<file path="src/shared/cct_pkg.sv">
/*
 * cct_pkg: register word indices, field positions, reset values and
 * clock-select codes of the capture/compare timer control block.
 * Assumes a 32-bit Avalon-MM word-addressed slave; data sits in bits 7:0.
 */
package cct_pkg;

	// word indices on the register bus
	localparam logic [3:0] IDX_CTRL_TWO  = 4'h0;
	localparam logic [3:0] IDX_CTRL_ONE  = 4'h1;
	localparam logic [3:0] IDX_STATUS    = 4'h2;
	localparam logic [3:0] IDX_CAP1_HI   = 4'h3;
	localparam logic [3:0] IDX_CAP1_LO   = 4'h4;
	localparam logic [3:0] IDX_CMP1_HI   = 4'h5;
	localparam logic [3:0] IDX_CMP1_LO   = 4'h6;
	localparam logic [3:0] IDX_CMP2_HI   = 4'h7;
	localparam logic [3:0] IDX_CMP2_LO   = 4'h8;
	localparam logic [3:0] IDX_CNT_HI    = 4'h9;
	localparam logic [3:0] IDX_CNT_LO    = 4'ha;
	localparam logic [3:0] IDX_ACNT_HI   = 4'hb;
	localparam logic [3:0] IDX_ACNT_LO   = 4'hc;
	localparam logic [3:0] IDX_CAP2_HI   = 4'hd;
	localparam logic [3:0] IDX_CAP2_LO   = 4'he;

	// timer_control_one fields
	localparam int B_CAP_IE   = 7;
	localparam int B_CMP_IE   = 6;
	localparam int B_OVF_IE   = 5;
	localparam int B_FORCE2   = 4;
	localparam int B_FORCE1   = 3;
	localparam int B_LEVEL2   = 2;
	localparam int B_CAP1_EDG = 1;
	localparam int B_LEVEL1   = 0;

	// timer_control_two fields
	localparam int B_PIN1_EN  = 7;
	localparam int B_PIN2_EN  = 6;
	localparam int B_ONEPULSE = 5;
	localparam int B_PWM      = 4;
	localparam int B_CS_HI    = 3;
	localparam int B_CS_LO    = 2;
	localparam int B_CAP2_EDG = 1;
	localparam int B_EXT_EDG  = 0;

	// timer_flags_status fields; flags occupy bits 7..3 in this order
	localparam int B_FLAG_TOP = 7;
	localparam int B_FLAG_BOT = 3;
	localparam int B_DISABLE  = 2;
	localparam int F_CAP1     = 4;
	localparam int F_CMP1     = 3;
	localparam int F_OVF      = 2;
	localparam int F_CAP2     = 1;
	localparam int F_CMP2     = 0;

	// reset values
	localparam logic [7:0]  CTRL_RESET   = 8'h00;
	localparam logic [15:0] CNT_RESET    = 16'hfffc;
	localparam logic [15:0] CNT_TOP      = 16'hffff;
	localparam logic [15:0] CMP_RESET    = 16'h8000;
	localparam logic [15:0] CAP_RESET    = 16'h0000;

	// clock-select codes and prescaler terminal counts
	localparam logic [1:0] CS_DIV4 = 2'h0;
	localparam logic [1:0] CS_DIV2 = 2'h1;
	localparam logic [1:0] CS_DIV8 = 2'h2;
	localparam logic [1:0] CS_EXT  = 2'h3;
	localparam logic [2:0] PRE_END2 = 3'h1;
	localparam logic [2:0] PRE_END4 = 3'h3;
	localparam logic [2:0] PRE_END8 = 3'h7;

endpackage : cct_pkg

</file>
<file path="src/rtl/cct_timer_ctrl.sv">
/*
 * cct_timer_ctrl: 16-bit free-running timer with two captures, two compares,
 * one-pulse and PWM modes, prescaler or external clock, flags and interrupt.
 * Assumes an Avalon-MM master with waitrequest and pins synchronous to sys_clk.
 */

module cct_timer_ctrl
	import cct_pkg::*;
#(
	parameter bit HAS_EXT_CLK = 1'b1,
	parameter bit HAS_CH2     = 1'b1
) (
	// clock and reset
	input  wire logic        sys_clk,
	input  wire logic        rst,
	// avalon-mm slave
	input  wire logic [3:0]  avs_address,
	input  wire logic        avs_read,
	input  wire logic        avs_write,
	input  wire logic [31:0] avs_writedata,
	input  wire logic [3:0]  avs_byteenable,
	output logic [31:0]      avs_readdata,
	output logic             avs_waitrequest,
	// timer pins
	input  wire logic        capture_in_pin_one,
	input  wire logic        capture_in_pin_two,
	input  wire logic        ext_count_clock_pin,
	output logic             compare_out_pin_one,
	output logic             compare_out_pin_one_oe,
	output logic             compare_out_pin_two,
	output logic             compare_out_pin_two_oe,
	// shared interrupt
	output logic             timer_irq
);

	// bus state
	logic        ack_r;
	logic        acc;
	logic        rd_acc;
	logic        wr_acc;
	logic [7:0]  rdata;
	// registers
	logic [7:0]  ctrl_one_r;
	logic [7:0]  ctrl_two_r;
	logic [7:0]  ctrl_two_nxt;
	logic        disable_r;
	logic [15:0] cmp1_r;
	logic [15:0] cmp2_r;
	logic [15:0] cap1_r;
	logic [15:0] cap2_r;
	logic [15:0] cnt_r;
	logic [15:0] cnt_nxt;
	logic [2:0]  pre_r;
	logic [4:0]  flags_r;
	logic [4:0]  flags_nxt;
	logic [4:0]  arm_r;
	logic [4:0]  arm_nxt;
	logic [4:0]  flag_set;
	logic [4:0]  flag_acc;
	logic        out1_r;
	logic        out1_nxt;
	logic        out2_r;
	logic        out2_nxt;
	// timing events
	logic        ext_evt;
	logic        cap1_evt_raw;
	logic        cap2_evt_raw;
	logic        cap1_evt;
	logic        cap2_evt;
	logic        pre_tick;
	logic        tick;
	logic        match1;
	logic        match2;
	logic        wrap;
	logic        cnt_clear;
	logic        pwm_mode;
	logic        opm_mode;
	logic [1:0]  cs;

	// one address decode shared by all strobes
	function automatic logic hit(input logic [3:0] a, input logic [3:0] idx);
		hit = (a == idx);
	endfunction : hit

	// bus: one wait state, side effects only on the accepting edge
	assign avs_waitrequest = (avs_read | avs_write) & ~ack_r;
	assign acc             = (avs_read | avs_write) & ack_r;
	assign rd_acc          = avs_read & ack_r;
	assign wr_acc          = avs_write & ack_r & avs_byteenable[0];

	// read mux, unmapped words and missing channel-two words read zero
	always_comb begin
		rdata = 8'h00;
		case (avs_address)
			IDX_CTRL_ONE: rdata = ctrl_one_r;
			IDX_CTRL_TWO: rdata = ctrl_two_r;
			IDX_STATUS:   rdata = {flags_r, disable_r, 2'b00};
			IDX_CAP1_HI:  rdata = cap1_r[15:8];
			IDX_CAP1_LO:  rdata = cap1_r[7:0];
			IDX_CMP1_HI:  rdata = cmp1_r[15:8];
			IDX_CMP1_LO:  rdata = cmp1_r[7:0];
			IDX_CMP2_HI:  rdata = HAS_CH2 ? cmp2_r[15:8] : 8'h00;
			IDX_CMP2_LO:  rdata = HAS_CH2 ? cmp2_r[7:0] : 8'h00;
			IDX_CNT_HI:   rdata = cnt_r[15:8];
			IDX_CNT_LO:   rdata = cnt_r[7:0];
			IDX_ACNT_HI:  rdata = cnt_r[15:8];
			IDX_ACNT_LO:  rdata = cnt_r[7:0];
			IDX_CAP2_HI:  rdata = HAS_CH2 ? cap2_r[15:8] : 8'h00;
			IDX_CAP2_LO:  rdata = HAS_CH2 ? cap2_r[7:0] : 8'h00;
			default:      rdata = 8'h00;
		endcase
	end

	// reduced variant cannot hold the pin-two enable or capture-two edge
	assign ctrl_two_nxt = HAS_CH2 ? avs_writedata[7:0]
	                              : (avs_writedata[7:0] & ~((8'h01 << B_PIN2_EN) | (8'h01 << B_CAP2_EDG)));

	// bus handshake and readback
	always_ff @(posedge sys_clk or posedge rst) begin
		if (rst) begin
			ack_r        <= 1'b0;
			avs_readdata <= 32'h0000_0000;
		end else begin
			ack_r        <= avs_waitrequest;
			avs_readdata <= {24'h000000, rdata};
		end
	end

	// software-written registers
	always_ff @(posedge sys_clk or posedge rst) begin
		if (rst) begin
			ctrl_one_r <= CTRL_RESET;
			ctrl_two_r <= CTRL_RESET;
			disable_r  <= 1'b0;
			cmp1_r     <= CMP_RESET;
			cmp2_r     <= CMP_RESET;
		end else if (wr_acc) begin
			if (hit(avs_address, IDX_CTRL_ONE)) ctrl_one_r <= avs_writedata[7:0];
			if (hit(avs_address, IDX_CTRL_TWO)) ctrl_two_r <= ctrl_two_nxt;
			if (hit(avs_address, IDX_STATUS)) disable_r <= avs_writedata[B_DISABLE];
			if (hit(avs_address, IDX_CMP1_HI)) cmp1_r[15:8] <= avs_writedata[7:0];
			if (hit(avs_address, IDX_CMP1_LO)) cmp1_r[7:0] <= avs_writedata[7:0];
			if (hit(avs_address, IDX_CMP2_HI)) cmp2_r[15:8] <= avs_writedata[7:0];
			if (hit(avs_address, IDX_CMP2_LO)) cmp2_r[7:0] <= avs_writedata[7:0];
		end
	end

	// edge detectors for both capture pins and the external clock
	cct_edge u_cap1 (
		.sys_clk    (sys_clk),
		.rst        (rst),
		.pin_in     (capture_in_pin_one),
		.rise_sel   (ctrl_one_r[B_CAP1_EDG]),
		.edge_pulse (cap1_evt_raw)
	);
	cct_edge u_cap2 (
		.sys_clk    (sys_clk),
		.rst        (rst),
		.pin_in     (capture_in_pin_two),
		.rise_sel   (ctrl_two_r[B_CAP2_EDG]),
		.edge_pulse (cap2_evt_raw)
	);
	cct_edge u_ext (
		.sys_clk    (sys_clk),
		.rst        (rst),
		.pin_in     (ext_count_clock_pin),
		.rise_sel   (ctrl_two_r[B_EXT_EDG]),
		.edge_pulse (ext_evt)
	);

	// mode decode; pwm masks one-pulse and disconnects capture pin one
	assign pwm_mode = ctrl_two_r[B_PWM];
	assign opm_mode = ctrl_two_r[B_ONEPULSE] & ~pwm_mode;
	assign cap1_evt = cap1_evt_raw & ~pwm_mode;
	assign cap2_evt = cap2_evt_raw & HAS_CH2;
	assign cs       = ctrl_two_r[B_CS_HI:B_CS_LO];

	// prescaler terminal counts; external setting without a pin never ticks
	assign pre_tick = (cs == CS_DIV2) ? (pre_r[0] == PRE_END2[0]) :
	                  (cs == CS_DIV4) ? (pre_r[1:0] == PRE_END4[1:0]) :
	                  (cs == CS_DIV8) ? (pre_r == PRE_END8) :
	                  (ext_evt & HAS_EXT_CLK);
	assign tick     = pre_tick & ~disable_r;

	// compare and wrap events on the counting tick
	assign match1 = tick & (cnt_r == cmp1_r);
	assign match2 = tick & (cnt_r == cmp2_r) & HAS_CH2;
	assign wrap   = tick & (cnt_r == CNT_TOP);

	// counter reset by software write to either low byte
	assign cnt_clear = wr_acc & (hit(avs_address, IDX_CNT_LO) | hit(avs_address, IDX_ACNT_LO));

	// counter next value
	always_comb begin
		cnt_nxt = cnt_r;
		if (cnt_clear) begin
			cnt_nxt = CNT_RESET;
		end else if (opm_mode & cap1_evt & ~disable_r) begin
			cnt_nxt = CNT_RESET;
		end else if (pwm_mode & match2) begin
			cnt_nxt = CNT_RESET;
		end else if (tick) begin
			cnt_nxt = cnt_r + 16'h0001;
		end
	end

	// prescaler and counter; disable freezes both, but a low-byte write still clears the counter
	always_ff @(posedge sys_clk or posedge rst) begin
		if (rst) begin
			pre_r <= 3'h0;
			cnt_r <= CNT_RESET;
		end else begin
			pre_r <= disable_r ? pre_r : pre_r + 3'h1;
			cnt_r <= cnt_nxt;
		end
	end

	// capture latches
	always_ff @(posedge sys_clk or posedge rst) begin
		if (rst) begin
			cap1_r <= CAP_RESET;
			cap2_r <= CAP_RESET;
		end else begin
			if (cap1_evt) cap1_r <= cnt_r;
			if (cap2_evt) cap2_r <= cnt_r;
		end
	end

	// flag set sources, bit order matches the status layout
	assign flag_set[F_CAP1] = cap1_evt | (pwm_mode & match2);
	assign flag_set[F_CMP1] = match1 & ~pwm_mode;
	assign flag_set[F_OVF]  = wrap;
	assign flag_set[F_CAP2] = cap2_evt;
	assign flag_set[F_CMP2] = match2 & ~pwm_mode;

	// low-byte accesses that finish a clearing sequence; alternate counter excluded
	assign flag_acc[F_CAP1] = acc & hit(avs_address, IDX_CAP1_LO);
	assign flag_acc[F_CMP1] = acc & hit(avs_address, IDX_CMP1_LO);
	assign flag_acc[F_OVF]  = acc & hit(avs_address, IDX_CNT_LO);
	assign flag_acc[F_CAP2] = acc & hit(avs_address, IDX_CAP2_LO);
	assign flag_acc[F_CMP2] = acc & hit(avs_address, IDX_CMP2_LO);

	// a fresh event disarms so the next access cannot clear it: set wins
	assign arm_nxt   = (rd_acc & hit(avs_address, IDX_STATUS)) ? flags_r : (arm_r & ~flag_set & ~flag_acc);
	assign flags_nxt = flag_set | (flags_r & ~(arm_r & flag_acc));

	always_ff @(posedge sys_clk or posedge rst) begin
		if (rst) begin
			flags_r <= 5'h00;
			arm_r   <= 5'h00;
		end else begin
			flags_r <= flags_nxt;
			arm_r   <= arm_nxt;
		end
	end

	// compare output one: force first, then mode-dependent events
	always_comb begin
		out1_nxt = out1_r;
		if (ctrl_one_r[B_FORCE1]) begin
			out1_nxt = ctrl_one_r[B_LEVEL1];
		end else if ((pwm_mode & match2) | (opm_mode & cap1_evt & ~disable_r)) begin
			out1_nxt = ctrl_one_r[B_LEVEL2];
		end else if (match1) begin
			out1_nxt = ctrl_one_r[B_LEVEL1];
		end
	end

	// compare output two follows match two outside the pulse modes
	always_comb begin
		out2_nxt = out2_r;
		if (ctrl_one_r[B_FORCE2]) begin
			out2_nxt = ctrl_one_r[B_LEVEL2];
		end else if (match2 & ~pwm_mode & ~opm_mode) begin
			out2_nxt = ctrl_one_r[B_LEVEL2];
		end
	end

	// output levels run whatever the pin enables say
	always_ff @(posedge sys_clk or posedge rst) begin
		if (rst) begin
			out1_r <= 1'b0;
			out2_r <= 1'b0;
		end else begin
			out1_r <= out1_nxt;
			out2_r <= out2_nxt;
		end
	end

	// pin enables only route; outside them the pin is general-purpose
	assign compare_out_pin_one    = out1_r;
	assign compare_out_pin_two    = out2_r;
	assign compare_out_pin_one_oe = ctrl_two_r[B_PIN1_EN] & ~disable_r;
	assign compare_out_pin_two_oe = ctrl_two_r[B_PIN2_EN] & ~disable_r & HAS_CH2;

	// shared interrupt from flops only
	assign timer_irq = (ctrl_one_r[B_CAP_IE] & (flags_r[F_CAP1] | flags_r[F_CAP2])) |
	                   (ctrl_one_r[B_CMP_IE] & (flags_r[F_CMP1] | flags_r[F_CMP2])) |
	                   (ctrl_one_r[B_OVF_IE] & flags_r[F_OVF]);

	// checks
	property p_irq;
		@(posedge sys_clk) disable iff (rst)
		(flag_set[F_OVF] && ctrl_one_r[B_OVF_IE]) |=> timer_irq;
	endproperty
	a_irq: assert property (p_irq) else $error("overflow did not raise irq");

	property p_force2;
		@(posedge sys_clk) disable iff (rst)
		ctrl_one_r[B_FORCE2] |=> (out2_r == $past(ctrl_one_r[B_LEVEL2]));
	endproperty
	a_force2: assert property (p_force2) else $error("force two not applied");

	property p_force1;
		@(posedge sys_clk) disable iff (rst)
		ctrl_one_r[B_FORCE1] |=> (out1_r == $past(ctrl_one_r[B_LEVEL1]));
	endproperty
	a_force1: assert property (p_force1) else $error("force one not applied");

	property p_match2;
		@(posedge sys_clk) disable iff (rst)
		(match2 && pwm_mode && !ctrl_one_r[B_FORCE1]) |=> (out1_r == $past(ctrl_one_r[B_LEVEL2])) && (cnt_r == CNT_RESET);
	endproperty
	a_match2: assert property (p_match2) else $error("pwm period end wrong");

	property p_match1;
		@(posedge sys_clk) disable iff (rst)
		(match1 && !ctrl_one_r[B_FORCE1] && !pwm_mode && !opm_mode) |=> (out1_r == $past(ctrl_one_r[B_LEVEL1]));
	endproperty
	a_match1: assert property (p_match1) else $error("match one level not copied");

	property p_cap1;
		@(posedge sys_clk) disable iff (rst)
		cap1_evt |=> (cap1_r == $past(cnt_r)) && flags_r[F_CAP1];
	endproperty
	a_cap1: assert property (p_cap1) else $error("capture one not taken");

	property p_disable;
		@(posedge sys_clk) disable iff (rst)
		(disable_r && !cnt_clear && !(opm_mode && cap1_evt)) |-> !compare_out_pin_one_oe ##1 $stable(cnt_r);
	endproperty
	a_disable: assert property (p_disable) else $error("disabled timer moved");

	property p_wrap;
		@(posedge sys_clk) disable iff (rst)
		(wrap && !cnt_clear && !(pwm_mode && match2) && !(opm_mode && cap1_evt)) |=>
		(cnt_r == 16'h0000) && flags_r[F_OVF];
	endproperty
	a_wrap: assert property (p_wrap) else $error("overflow wrap wrong");

	property p_clear;
		@(posedge sys_clk) disable iff (rst)
		(arm_r[F_OVF] && flag_acc[F_OVF] && !flag_set[F_OVF]) |=> !flags_r[F_OVF];
	endproperty
	a_clear: assert property (p_clear) else $error("armed clear failed");

	property p_div4;
		@(posedge sys_clk) disable iff (rst)
		(tick && cs == CS_DIV4 && !disable_r) ##1 (cs == CS_DIV4 && !disable_r) |-> (!tick || cs != CS_DIV4)[*3];
	endproperty
	a_div4: assert property (p_div4) else $error("divide by four spacing wrong");

endmodule : cct_timer_ctrl

</file>
<file path="src/rtl/cct_edge.sv">
/*
 * cct_edge: selectable-edge detector for a pin sampled on sys_clk.
 * Assumes the pin is already synchronous to sys_clk.
 */
module cct_edge
	import cct_pkg::*;
(
	// clock and reset
	input  wire logic sys_clk,
	input  wire logic rst,
	// pin and edge choice
	input  wire logic pin_in,
	input  wire logic rise_sel,
	// one-cycle event
	output logic      edge_pulse
);

	logic prev_r;
	logic pulse_nxt;

	// 0 picks falling, 1 picks rising
	assign pulse_nxt = rise_sel ? (pin_in & ~prev_r) : (~pin_in & prev_r);

	// registered pulse keeps the event a clean flop output
	always_ff @(posedge sys_clk or posedge rst) begin
		if (rst) begin
			prev_r     <= 1'b0;
			edge_pulse <= 1'b0;
		end else begin
			prev_r     <= pin_in;
			edge_pulse <= pulse_nxt;
		end
	end

endmodule : cct_edge

</file>
<file path="config.mk">
export PLATFORM = sky130hd
export DESIGN_NAME = cct_timer_ctrl
export DESIGN_NICKNAME = d
export VERILOG_FILES = /design/src/shared/cct_pkg.sv /design/src/rtl/cct_timer_ctrl.sv /design/src/rtl/cct_edge.sv
export SDC_FILE = /design/constraint.sdc
export NUM_CORES = 1
export LEC_CHECK = 0
export ABC_AREA = 1
export BUFFER_PORTS_ARGS = -buffer_cell sky130_fd_sc_hd__buf_2
export CELL_PAD_IN_SITES_DETAIL_PLACEMENT = 2
export CELL_PAD_IN_SITES_GLOBAL_PLACEMENT = 2
export CORE_MARGIN = 3
export CORE_UTILIZATION = 34
export CTS_BUF_LIST = sky130_fd_sc_hd__clkbuf_16
export DETAILED_ROUTE_END_ITERATION = 8
export MAX_ROUTING_LAYER = met4
export PLACE_DENSITY = 0.81
export SYNTH_ARGS = -nofsm -noshare
export SYNTH_HDL_FRONTEND = slang
export SYNTH_SLANG_ARGS = --single-unit
</file>
<file path="constraint.sdc">
create_clock -name sys_clk -period 5.1 [get_ports sys_clk]
set_input_delay 0.765 -clock sys_clk [delete_from_list [all_inputs] [get_ports sys_clk]]
set_output_delay 0.765 -clock sys_clk [all_outputs]
set_load 0.05 [all_outputs]
</file>
* After elaboration in Yosys (flattened, before gate mapping)
Cells that the tools add are included.
Word-level totals: output and inout port bits 38, bits of input ports 47, register bits after elaboration 127
Operators by class: bitwise logic cells 61, reductions and logical operators 14, muxes and demuxes 17, equal/unequal tests 21, $add $sub $neg 2
Operators by type and width (count):
- one-hot mux 8 bit (13 select lines) | 1
- 2-to-1 mux 16 bit | 4
- AND 1 bit | 35
- == test 16 bit | 2
- == test 4 bit (second input constant) | 7
- AND 5 bit | 4
- adder 16 x 1 -> 16 bit (second input constant) | 1
- == test 16 bit (second input constant) | 1
- == test 4 x 3 -> 1 bit (second input constant) | 4
- NOT 5 bit | 3
- AND reduction 2 bit | 7
- 2-to-1 mux 1 bit | 11
- NOT 1 bit | 10
- == test 4 x 2 -> 1 bit (second input constant) | 2
- OR 1 bit | 8
- 2-to-1 mux 5 bit | 1
- OR 5 bit | 1
- == test 2 bit (second input constant) | 2
- == test 4 x 1 -> 1 bit (second input constant) | 1
- logical NOT 4 bit | 1
- nonzero test 4 bit | 1
- OR reduction 2 bit | 2
- adder 3 x 1 -> 3 bit (second input constant) | 1
- == test 3 bit (second input constant) | 1
- other kinds (4) | 4

* Logic depth before layout (Yosys ltp)
Gate-level depths: netlist of the first run.
word-level depth 12, gate-level depth with buffers 14, depth with buffers taken out 13

* By module
From an unflattened synthesis of the first run, not the netlist that was laid out.
Second synthesis, totals: cells, all modules 875, area, all modules 6891.6 um^2
By module, submodules not included:
- cct_timer_ctrl | instances 1, area an instance 6655.1 um^2, cells an instance 848, seq. area each 3047.9 um^2
- cct_edge | instances 3, area an instance 78.8 um^2, cells an instance 9, seq. area each 50.0 um^2

* Worst setup path after synthesis of the first run
No wires, ideal clock.
path type input-to-output, start point input avs_read, end point output avs_waitrequest, stages on the path 2, required time 4.335 ns, arrival time 1.620 ns, buffers on the path 0, setup slack 2.715 ns, cells stage by stage inv_1 > a21oi_1
On the way: longest elaborated chain between the ends 2
Ends and longest elaborated chain:
- start: declaration | line cct_timer_ctrl.sv:18 | input wire logic avs_read,
- OR 1 bit | line cct_timer_ctrl.sv:86 | assign avs_waitrequest = (avs_read | avs_write) & ~ack_r;
- AND 1 bit | line cct_timer_ctrl.sv:86
- end: declaration | line cct_timer_ctrl.sv:23 | output logic avs_waitrequest,
No other way between the ends.

* Worst setup path in the final report of the first run
start point register ctrl_two_r[4], end point register cnt_r[1]
On the way: longest elaborated chain between the ends 6, elaborated cells on any way between the ends 10, classes of those cells 3 x mux; 6 x bitwise; 1 x reduce/logical
Ends and longest elaborated chain:
- start: declaration | line cct_timer_ctrl.sv:44 | logic [7:0] ctrl_two_r;
- start signal: assignment | line cct_timer_ctrl.sv:139 | if (hit(avs_address, IDX_CTRL_TWO)) ctrl_two_r <= ctrl_two_nxt;
- NOT 1 bit | line cct_timer_ctrl.sv:173, cct_timer_ctrl.sv:174
- AND 1 bit (on tied branches) | line cct_timer_ctrl.sv:173, cct_timer_ctrl.sv:174
- AND 1 bit (2 in series) | line cct_timer_ctrl.sv:198 | end else if (opm_mode & cap1_evt & ~disable_r) begin
- 2-to-1 mux 16 bit | line cct_timer_ctrl.sv:198
- 2-to-1 mux 16 bit | line cct_timer_ctrl.sv:196 | if (cnt_clear) begin
- end signal: assignment | line cct_timer_ctrl.sv:214 | cnt_r <= cnt_nxt;
- end: declaration | line cct_timer_ctrl.sv:51 | logic [15:0] cnt_r;
Parallel ways exist; a longest one is shown, timed or not. A chain may end at the register's enable or synchronous reset.

==> results of run 1 <==
-- layer usage --
metal / GRT usage, % / wire length (um) / vias up
li1: - / - / 2864
met1: 33.1 / 11700 / 3256
met2: 42.3 / 13100 / 151
met3: 3.79 / 1140 / 37
met4: 7.92 / 566 / 0
met5: - / 0 / -
-- cells by family after synthesis --
family,Yosys count,share of synthesized area (%)
AOI/OAI and AO/OA,161,13.4
DFF,127,47.3
other,1,0.0554
xor gates and xnor gates,20,2.59
and+or+nand+nor,404,25.3
buffers and inverters,166,10.9
adders and majority gates,3,0.555
-- registers in the layout, summed over array words and instances, names as in the netlist --
register             flops
ack_r                    1
arm_r                    5
avs_readdata             8
cap1_r                  16
cap2_r                  16
cmp1_r                  16
cmp2_r                  16
cnt_r                   16
compare_out_pin_one      1
compare_out_pin_two      1
ctrl_one_r               8
ctrl_two_r               8
disable_r                1
flags_r                  5
pre_r                    3
u_cap1.edge_pulse        1
u_cap1.prev_r            1
u_cap2.edge_pulse        1
u_cap2.prev_r            1
u_ext.edge_pulse         1
u_ext.prev_r             1
-- worst register-to-register path: stages, from the launching register on --
cell and delay (ps):
sky130_fd_sc_hd__dfrtp_1 460, sky130_fd_sc_hd__inv_1 160, sky130_fd_sc_hd__nand2_1 810, sky130_fd_sc_hd__nor3_1 150
sky130_fd_sc_hd__inv_2 370, sky130_fd_sc_hd__nand4_4 470, sky130_fd_sc_hd__inv_1 240, sky130_fd_sc_hd__nand2_1 70
sky130_fd_sc_hd__nand2_1 80
-- through the flow --
stage	cells	hold slack (ps)	setup WS, ps
5_1_grt	1187	457	1950
4_1_cts	1186	452	2290
3_5_place_dp	1154	470	2080
6_report	1187	462	2250
3_3_place_gp	1154	464	2140
2_1_floorplan	905	450	977
-- final cells by class --
type                       instances  share of cell area, %
antenna                            1                 0.0325
clock buffer                      17                   5.53
clock inverter                    15                   2.38
inverter                         120                   5.92
multi-input combinational        612                   38.0
sequential                       127                   41.6
tap                              260                   4.23
timing repair buffer              35                   2.34
-- synthesized netlist by cell type (all sizes together) --
cell,count,area (sq um)
nand2,276,1040
inv,119,447
dfrtp,111,2780
o21ai,111,556
nor2,56,240
buf,32,230
nand3,29,145
nand4,25,186
xor2,18,158
dfstp,16,420
o22ai,16,106
clkbuf,14,53.8
a21oi,12,63.8
nor3,12,60.1
a221oi,11,96.3
ha,3,37.5
nor4,3,18.8
o2111ai,3,26.3
a22o,2,17.5
a22oi,2,15.0
xnor2,2,17.5
a211oi,1,7.51
a31oi,1,6.26
and2,1,6.26
clkinv,1,3.75
conb,1,3.75
nand3b,1,7.51
o211ai,1,7.51
o21a,1,7.51
or2,1,6.26
-- power by group through the flow --
stage,registers (mW),clock network [mW],logic [mW]
after floorplan,1.55,0,0.851
after global placement,1.64,0,1.12
after detailed placement,1.66,0,1.18
after CTS,1.65,1.30,1.20
after global routing,1.69,1.34,1.34
final,1.66,1.29,1.20
-- worst min-delay path by stage --
| stage | cells after the start | slack, ps | from | endpoint |
|---|---|---|---|---|
| 2_1_floorplan | 2 | 450 | pre_r[1] | pre_r[1] |
| 3_3_place_gp | 1 | 460 | ack_r | ack_r |
| 3_5_place_dp | 1 | 470 | ack_r | ack_r |
| 4_1_cts | 1 | 450 | ext_count_clock_pin | u_ext.prev_r |
| 5_1_grt | 1 | 460 | ext_count_clock_pin | u_ext.prev_r |
| 6_report | 1 | 460 | ext_count_clock_pin | u_ext.prev_r |
==> metrics.txt, run 1 <==
# TYPE chip_impl_metric gauge
chip_impl_info{name="status",value="completed"} 1
chip_impl_metric{name="postCtsHoldBufs",unit=""} 0
chip_impl_info{name="critical_path.most_common_cell",value="sky130_fd_sc_hd__nand2_1"} 1
chip_impl_metric{name="detail_route.iter0.violations",unit=""} 473
chip_impl_info{name="crit_path_end_kind",value="flip-flop"} 1
chip_impl_info{name="final_cell_mix",value="sky130_fd_sc_hd__nand2_1, sky130_fd_sc_hd__dfrtp_1, sky130_fd_sc_hd__inv_1"} 1
chip_impl_metric{name="combPwrFrac",unit="%"} 28.9
chip_impl_info{name="rr_startpoint",value="ctrl_two_r[4]"} 1
chip_impl_metric{name="fmaxAchievable",unit="MHz"} 351
chip_impl_info{name="timing.critical_path.to",value="cnt_r[1]"} 1
chip_impl_metric{name="final_max_slew_viol_count",unit=""} 0
chip_impl_metric{name="stdcell_area",unit="sq um"} 7690
chip_impl_metric{name="final_layout_size_suffix_gt1_share",unit="%"} 11.4
chip_impl_metric{name="maximum_number_of_pins_on_one_net_before_global_route_repair",unit=""} 91
chip_impl_metric{name="top_level_ports",unit=""} 85
chip_impl_metric{name="vias",unit=""} 6308
chip_impl_metric{name="floorplan.rows",unit=""} 50
chip_impl_info{name="rsz0062_at_grt",value="false"} 1
chip_impl_metric{name="leakagePower",unit="nW"} 3.68
chip_impl_metric{name="core_area",unit="sq um"} 19100
chip_impl_info{name="critical_path.slowest_cell",value="sky130_fd_sc_hd__nand2_1"} 1
chip_impl_metric{name="worst_clock_skew",unit="ps"} 12.7
chip_impl_info{name="cpLargestDelayFamily",value="simple AND/OR/NAND/NOR gates"} 1
chip_impl_metric{name="seq_power_share",unit="%"} 40.0
chip_impl_metric{name="synth-seq-area-share",unit="%"} 47.3
chip_impl_metric{name="largest_voltage_drop_on_the_vdd_net",unit="mV"} 0.254
chip_impl_info{name="critical_path.cell_chain",value="inv_1 > nand2_1 > nor3_1 > inv_2 > nand4_4 > inv_1 > nand2_1 > nand2_1"} 1
chip_impl_info{name="hold_path.class",value="input pin to flip-flop"} 1
chip_impl_metric{name="synth.ff_latch_count",unit=""} 127
chip_impl_metric{name="detailed_place.area",unit="sq um"} 7080
chip_impl_metric{name="synth_cell_types",unit=""} 42
chip_impl_metric{name="multi_input_area",unit="sq um"} 2920
chip_impl_metric{name="grt_use_total",unit="%"} 25.8
chip_impl_metric{name="worst_reg2reg_setup_slack",unit="ps"} 2250
chip_impl_metric{name="die_area",unit="sq um"} 21600
chip_impl_metric{name="io_buffer_count",unit=""} 33
chip_impl_metric{name="synthesis.area",unit="sq um"} 6770
chip_impl_metric{name="grt_remaining_overflow",unit=""} 0
chip_impl_metric{name="critical_path_arrival",unit="ps"} 3220
chip_impl_metric{name="seq_area",unit="sq um"} 3200
chip_impl_info{name="setup.worst_path.start",value="ctrl_two_r[4]"} 1
chip_impl_info{name="cts_tree",value="built"} 1
chip_impl_metric{name="synth.avg_cell_area",unit="sq um"} 7.67
chip_impl_metric{name="post_drt_wl_per_cell",unit="um"} 22.3
chip_impl_metric{name="area.growth.synth_to_final",unit="%"} 13.6
chip_impl_metric{name="cts_num_sinks",unit=""} 127
chip_impl_metric{name="detailed_place_hpwl",unit="um"} 18900
chip_impl_metric{name="route.antenna.remaining_nets",unit=""} 0
chip_impl_metric{name="setup_violations",unit=""} 0
chip_impl_metric{name="insertion_delay",unit="ps"} 430
chip_impl_metric{name="timing.critical_path.buf_inv",unit=""} 3
chip_impl_info{name="mostFrequentLayoutCell",value="sky130_fd_sc_hd__nand2_1"} 1
chip_impl_metric{name="first_global_vias",unit=""} 6842
chip_impl_metric{name="synth-warning-count",unit=""} 0
chip_impl_metric{name="period_needed",unit="ps"} 2850
chip_impl_metric{name="detail_route.vias_per_cell",unit=""} 5.31
chip_impl_metric{name="start_util",unit="%"} 35.4
chip_impl_metric{name="cp_slowest_stage_delay",unit="ps"} 810
chip_impl_metric{name="hold_viol_final",unit=""} 0
chip_impl_metric{name="internal_power",unit="mW"} 2.44
chip_impl_info{name="timing.setup.critical_path_class",value="flip-flop to flip-flop"} 1
chip_impl_metric{name="design.final.nets",unit=""} 963
chip_impl_info{name="worstReg2RegEnd",value="cnt_r[1]"} 1
chip_impl_metric{name="synthesis.instances",unit=""} 882
chip_impl_metric{name="finalCoreUtilization",unit="%"} 40.2
chip_impl_metric{name="p_clk_share",unit="%"} 31.1
chip_impl_metric{name="drc",unit=""} 0
chip_impl_metric{name="cts_max_level",unit=""} 4
chip_impl_metric{name="rr_worst_depth",unit=""} 8
chip_impl_metric{name="postCtsSetupBuffers",unit=""} 0
chip_impl_metric{name="switching_power",unit="mW"} 1.70
chip_impl_metric{name="critical_path_peak_fanout",unit=""} 33
chip_impl_metric{name="layout.filler_cells",unit=""} 2280
chip_impl_metric{name="gpl.final_weighted_congestion",unit=""} 0.906
chip_impl_metric{name="p_total",unit="mW"} 4.14
chip_impl_metric{name="die_h",unit="um"} 147
chip_impl_metric{name="tightestPinTransition",unit="ps"} 1060
chip_impl_metric{name="slew_headroom",unit="%"} 28.9
chip_impl_metric{name="numCtsBuffers",unit=""} 17
chip_impl_metric{name="critical_path_cell_count",unit=""} 8
chip_impl_metric{name="switching_fraction",unit="%"} 41.1
chip_impl_metric{name="worstPathRequired",unit="ps"} 5460
chip_impl_metric{name="grt_pass1_wl",unit="um"} 41000
chip_impl_metric{name="cellPowerDensity",unit="nW/um^2"} 538
chip_impl_metric{name="cts.repair.resized",unit=""} 0
chip_impl_metric{name="grt_antenna_before_repair",unit=""} 1
chip_impl_info{name="start_kind",value="flip-flop"} 1
chip_impl_info{name="root_buffer",value="sky130_fd_sc_hd__clkbuf_16"} 1
chip_impl_metric{name="clk_pin_slew_worst_paths",unit="ps"} 70
chip_impl_metric{name="drt_pre_antenna_iters",unit=""} 5
chip_impl_metric{name="chipWidth",unit="um"} 147
chip_impl_metric{name="ctsLongestPathBuffers",unit=""} 2
chip_impl_metric{name="timing.final.crit_share",unit="%"} 55.9
chip_impl_metric{name="finalSetupTns",unit="ps"} 0
chip_impl_metric{name="maxcap_violations",unit=""} 0
chip_impl_metric{name="total_wire_length_after_detailed_routing",unit="um"} 26500
Power figures use the tool's default switching activity.
==> run 2: changes to the inputs <==
- CORE_UTILIZATION: 34 -> 31
- PLACE_DENSITY: 0.81 -> 0.78
- clock period: 5.1 -> 2.4 ns (I/O delays scaled with it)
==> run 2 against run 1 <==
Against the previous run: final cell count up 4.6%; sequential cell count stayed put; clock power up 86%; routed wire length up 2.3%; total power grew 110%; die area grew 9.3%; fmax up 24%; first-iteration DRC count unchanged; critical path depth up 3; critical endpoint is now cnt_r[9].
==> metrics.txt, run 2 (same netlist as run 1, synthesis figures left out) <==
# TYPE chip_impl_metric gauge
chip_impl_info{name="status",value="completed"} 1
chip_impl_metric{name="chipWidth",unit="um"} 154
chip_impl_metric{name="detail_route.iter0.violations",unit=""} 473
chip_impl_metric{name="grt_pass1_wl",unit="um"} 42000
chip_impl_info{name="rsz0062_at_grt",value="false"} 1
chip_impl_metric{name="design.final.nets",unit=""} 1004
chip_impl_metric{name="maximum_number_of_pins_on_one_net_before_global_route_repair",unit=""} 55
chip_impl_info{name="start_kind",value="flip-flop"} 1
chip_impl_metric{name="clk_pin_slew_worst_paths",unit="ps"} 70
chip_impl_metric{name="critical_path_arrival",unit="ps"} 2640
chip_impl_metric{name="numCtsBuffers",unit=""} 17
chip_impl_metric{name="largest_voltage_drop_on_the_vdd_net",unit="mV"} 0.534
chip_impl_info{name="cpLargestDelayFamily",value="simple AND/OR/NAND/NOR gates"} 1
chip_impl_info{name="root_buffer",value="sky130_fd_sc_hd__clkbuf_16"} 1
chip_impl_metric{name="vias",unit=""} 6407
chip_impl_metric{name="multi_input_area",unit="sq um"} 2920
chip_impl_metric{name="critical_path_peak_fanout",unit=""} 14
chip_impl_metric{name="timing.final.crit_share",unit="%"} 95.7
chip_impl_metric{name="p_total",unit="mW"} 8.70
chip_impl_metric{name="core_area",unit="sq um"} 21200
chip_impl_metric{name="cts_max_level",unit=""} 4
chip_impl_info{name="critical_path.slowest_cell",value="sky130_fd_sc_hd__dfstp_2"} 1
chip_impl_metric{name="hold_viol_final",unit=""} 0
chip_impl_metric{name="insertion_delay",unit="ps"} 430
chip_impl_metric{name="grt_remaining_overflow",unit=""} 0
chip_impl_metric{name="ctsLongestPathBuffers",unit=""} 2
chip_impl_metric{name="fmaxAchievable",unit="MHz"} 435
chip_impl_metric{name="detailed_place_hpwl",unit="um"} 20100
chip_impl_metric{name="io_buffer_count",unit=""} 33
chip_impl_metric{name="start_util",unit="%"} 31.9
chip_impl_metric{name="drc",unit=""} 0
chip_impl_info{name="timing.setup.critical_path_class",value="flip-flop to flip-flop"} 1
chip_impl_metric{name="postLayoutSetupSlackWorst",unit="ps"} 103
chip_impl_metric{name="total_wire_length_after_detailed_routing",unit="um"} 27100
chip_impl_metric{name="top_level_ports",unit=""} 85
chip_impl_metric{name="cellPowerDensity",unit="nW/um^2"} 1090
chip_impl_metric{name="route.antenna.remaining_nets",unit=""} 0
chip_impl_metric{name="floorplan.rows",unit=""} 53
chip_impl_metric{name="post_drt_wl_per_cell",unit="um"} 21.8
chip_impl_metric{name="leakagePower",unit="nW"} 3.85
chip_impl_metric{name="die_area",unit="sq um"} 23600
chip_impl_metric{name="seq_area",unit="sq um"} 3200
chip_impl_metric{name="period_needed",unit="ps"} 2300
chip_impl_info{name="crit_path_end_kind",value="flip-flop"} 1
chip_impl_metric{name="timing.critical_path.buf_inv",unit=""} 2
chip_impl_metric{name="insertedDiodeCount",unit=""} 0
chip_impl_metric{name="area.growth.synth_to_final",unit="%"} 17.8
chip_impl_metric{name="grt_antenna_before_repair",unit=""} 0
chip_impl_metric{name="die_h",unit="um"} 154
chip_impl_metric{name="worstPathRequired",unit="ps"} 2750
chip_impl_metric{name="cts_num_sinks",unit=""} 127
chip_impl_metric{name="gpl.final_weighted_congestion",unit=""} 0.909
chip_impl_info{name="critical_path.most_common_cell",value="sky130_fd_sc_hd__nand2_1"} 1
chip_impl_metric{name="tightestPinTransition",unit="ps"} 597
chip_impl_metric{name="finalSetupTns",unit="ps"} 0
chip_impl_metric{name="cp_slowest_stage_delay",unit="ps"} 600
chip_impl_info{name="mostFrequentLayoutCell",value="sky130_fd_sc_hd__nand2_1"} 1
chip_impl_metric{name="pre_cts_slack",unit="ps"} 177
chip_impl_metric{name="final_max_slew_viol_count",unit=""} 0
chip_impl_metric{name="maxcap_violations",unit=""} 0
chip_impl_metric{name="final_layout_size_suffix_gt1_share",unit="%"} 15.0
chip_impl_metric{name="first_global_vias",unit=""} 7059
chip_impl_info{name="critical_path.cell_chain",value="inv_2 > nand2_1 > nand2_1 > nor2_1 > nand2_1 > nor2_4 > nand4_4 > nand4_4 > buf_4 > nand2_1 > o21ai_1"} 1
chip_impl_metric{name="grt_use_total",unit="%"} 24.0
chip_impl_info{name="final_cell_mix",value="sky130_fd_sc_hd__nand2_1, sky130_fd_sc_hd__dfrtp_1, sky130_fd_sc_hd__inv_1"} 1
chip_impl_info{name="cts_tree",value="built"} 1
chip_impl_metric{name="slew_headroom",unit="%"} 60.2
chip_impl_metric{name="drt_pre_antenna_iters",unit=""} 5
chip_impl_metric{name="setup_violations",unit=""} 0
chip_impl_metric{name="worst_clock_skew",unit="ps"} 13.2
chip_impl_info{name="hold_path.class",value="input pin to flip-flop"} 1
chip_impl_metric{name="layout.filler_cells",unit=""} 2473
chip_impl_metric{name="detail_route.vias_per_cell",unit=""} 5.16
-- run 2: power breakdown --
part	internal, mW	switching (mW)
Clock	1.33	1.07
Combinational	0.920	2.01
Sequential	2.79	0.572
-- run 2: layout make-up --
type,instances,area share (%)
multi-input cells,612,36.7
clock buffers,17,5.34
clock inverters,15,1.38
flip-flops and latches,127,40.1
repair buffers,76,6.47
inverters,120,5.70
well taps,275,4.32
-- run 2: path summary, 6_finish.rpt --
kind / cells after the start / to / slack (ps) / startpoint
max: 11 / cnt_r[9] / 100 / cnt_r[6]
max reg2reg: 11 / cnt_r[9] / 100 / cnt_r[6]
min: 1 / u_ext.prev_r / 50 / ext_count_clock_pin
max in group asynchronous: 4 / cmp2_r[15] / 1150 / rst
min reg2reg: 2 / pre_r[2] / 490 / pre_r[2]
min in group asynchronous: 3 / u_cap1.prev_r / 530 / rst
-- run 2: what timing repair did --
| action | 4_1_cts | 5_1_grt |
|---|---|---|
| endpoints found under the setup margin | 0 | 7 |
| setup buffers | 0 | 0 |
| hold endpoints to repair | 20 | 0 |
| hold buffers | 1 | 0 |
| resized for setup | 0 | 1 |
-- run 2: per-layer routing --
layer	part of all wire [%]	global-route usage (%)	vias to the layer above
met4	2.1	7.02	0
met2	48	38.9	142
met1	46	31.6	3280
li1	-	-	2946
met3	3.6	2.93	39
met5	0	-	-
-- run 2: metrics by stage --
stage,cell area (sq um),utilization [%],instances,hold WS (ps)
after floorplan,6860,-,905,391
after global placement,7420,35.0,1209,445
after detailed placement,7420,35.0,1209,454
after CTS,7970,37.6,1242,39.1
after global routing,7970,37.6,1242,50.8
final,7970,37.6,1242,53.2
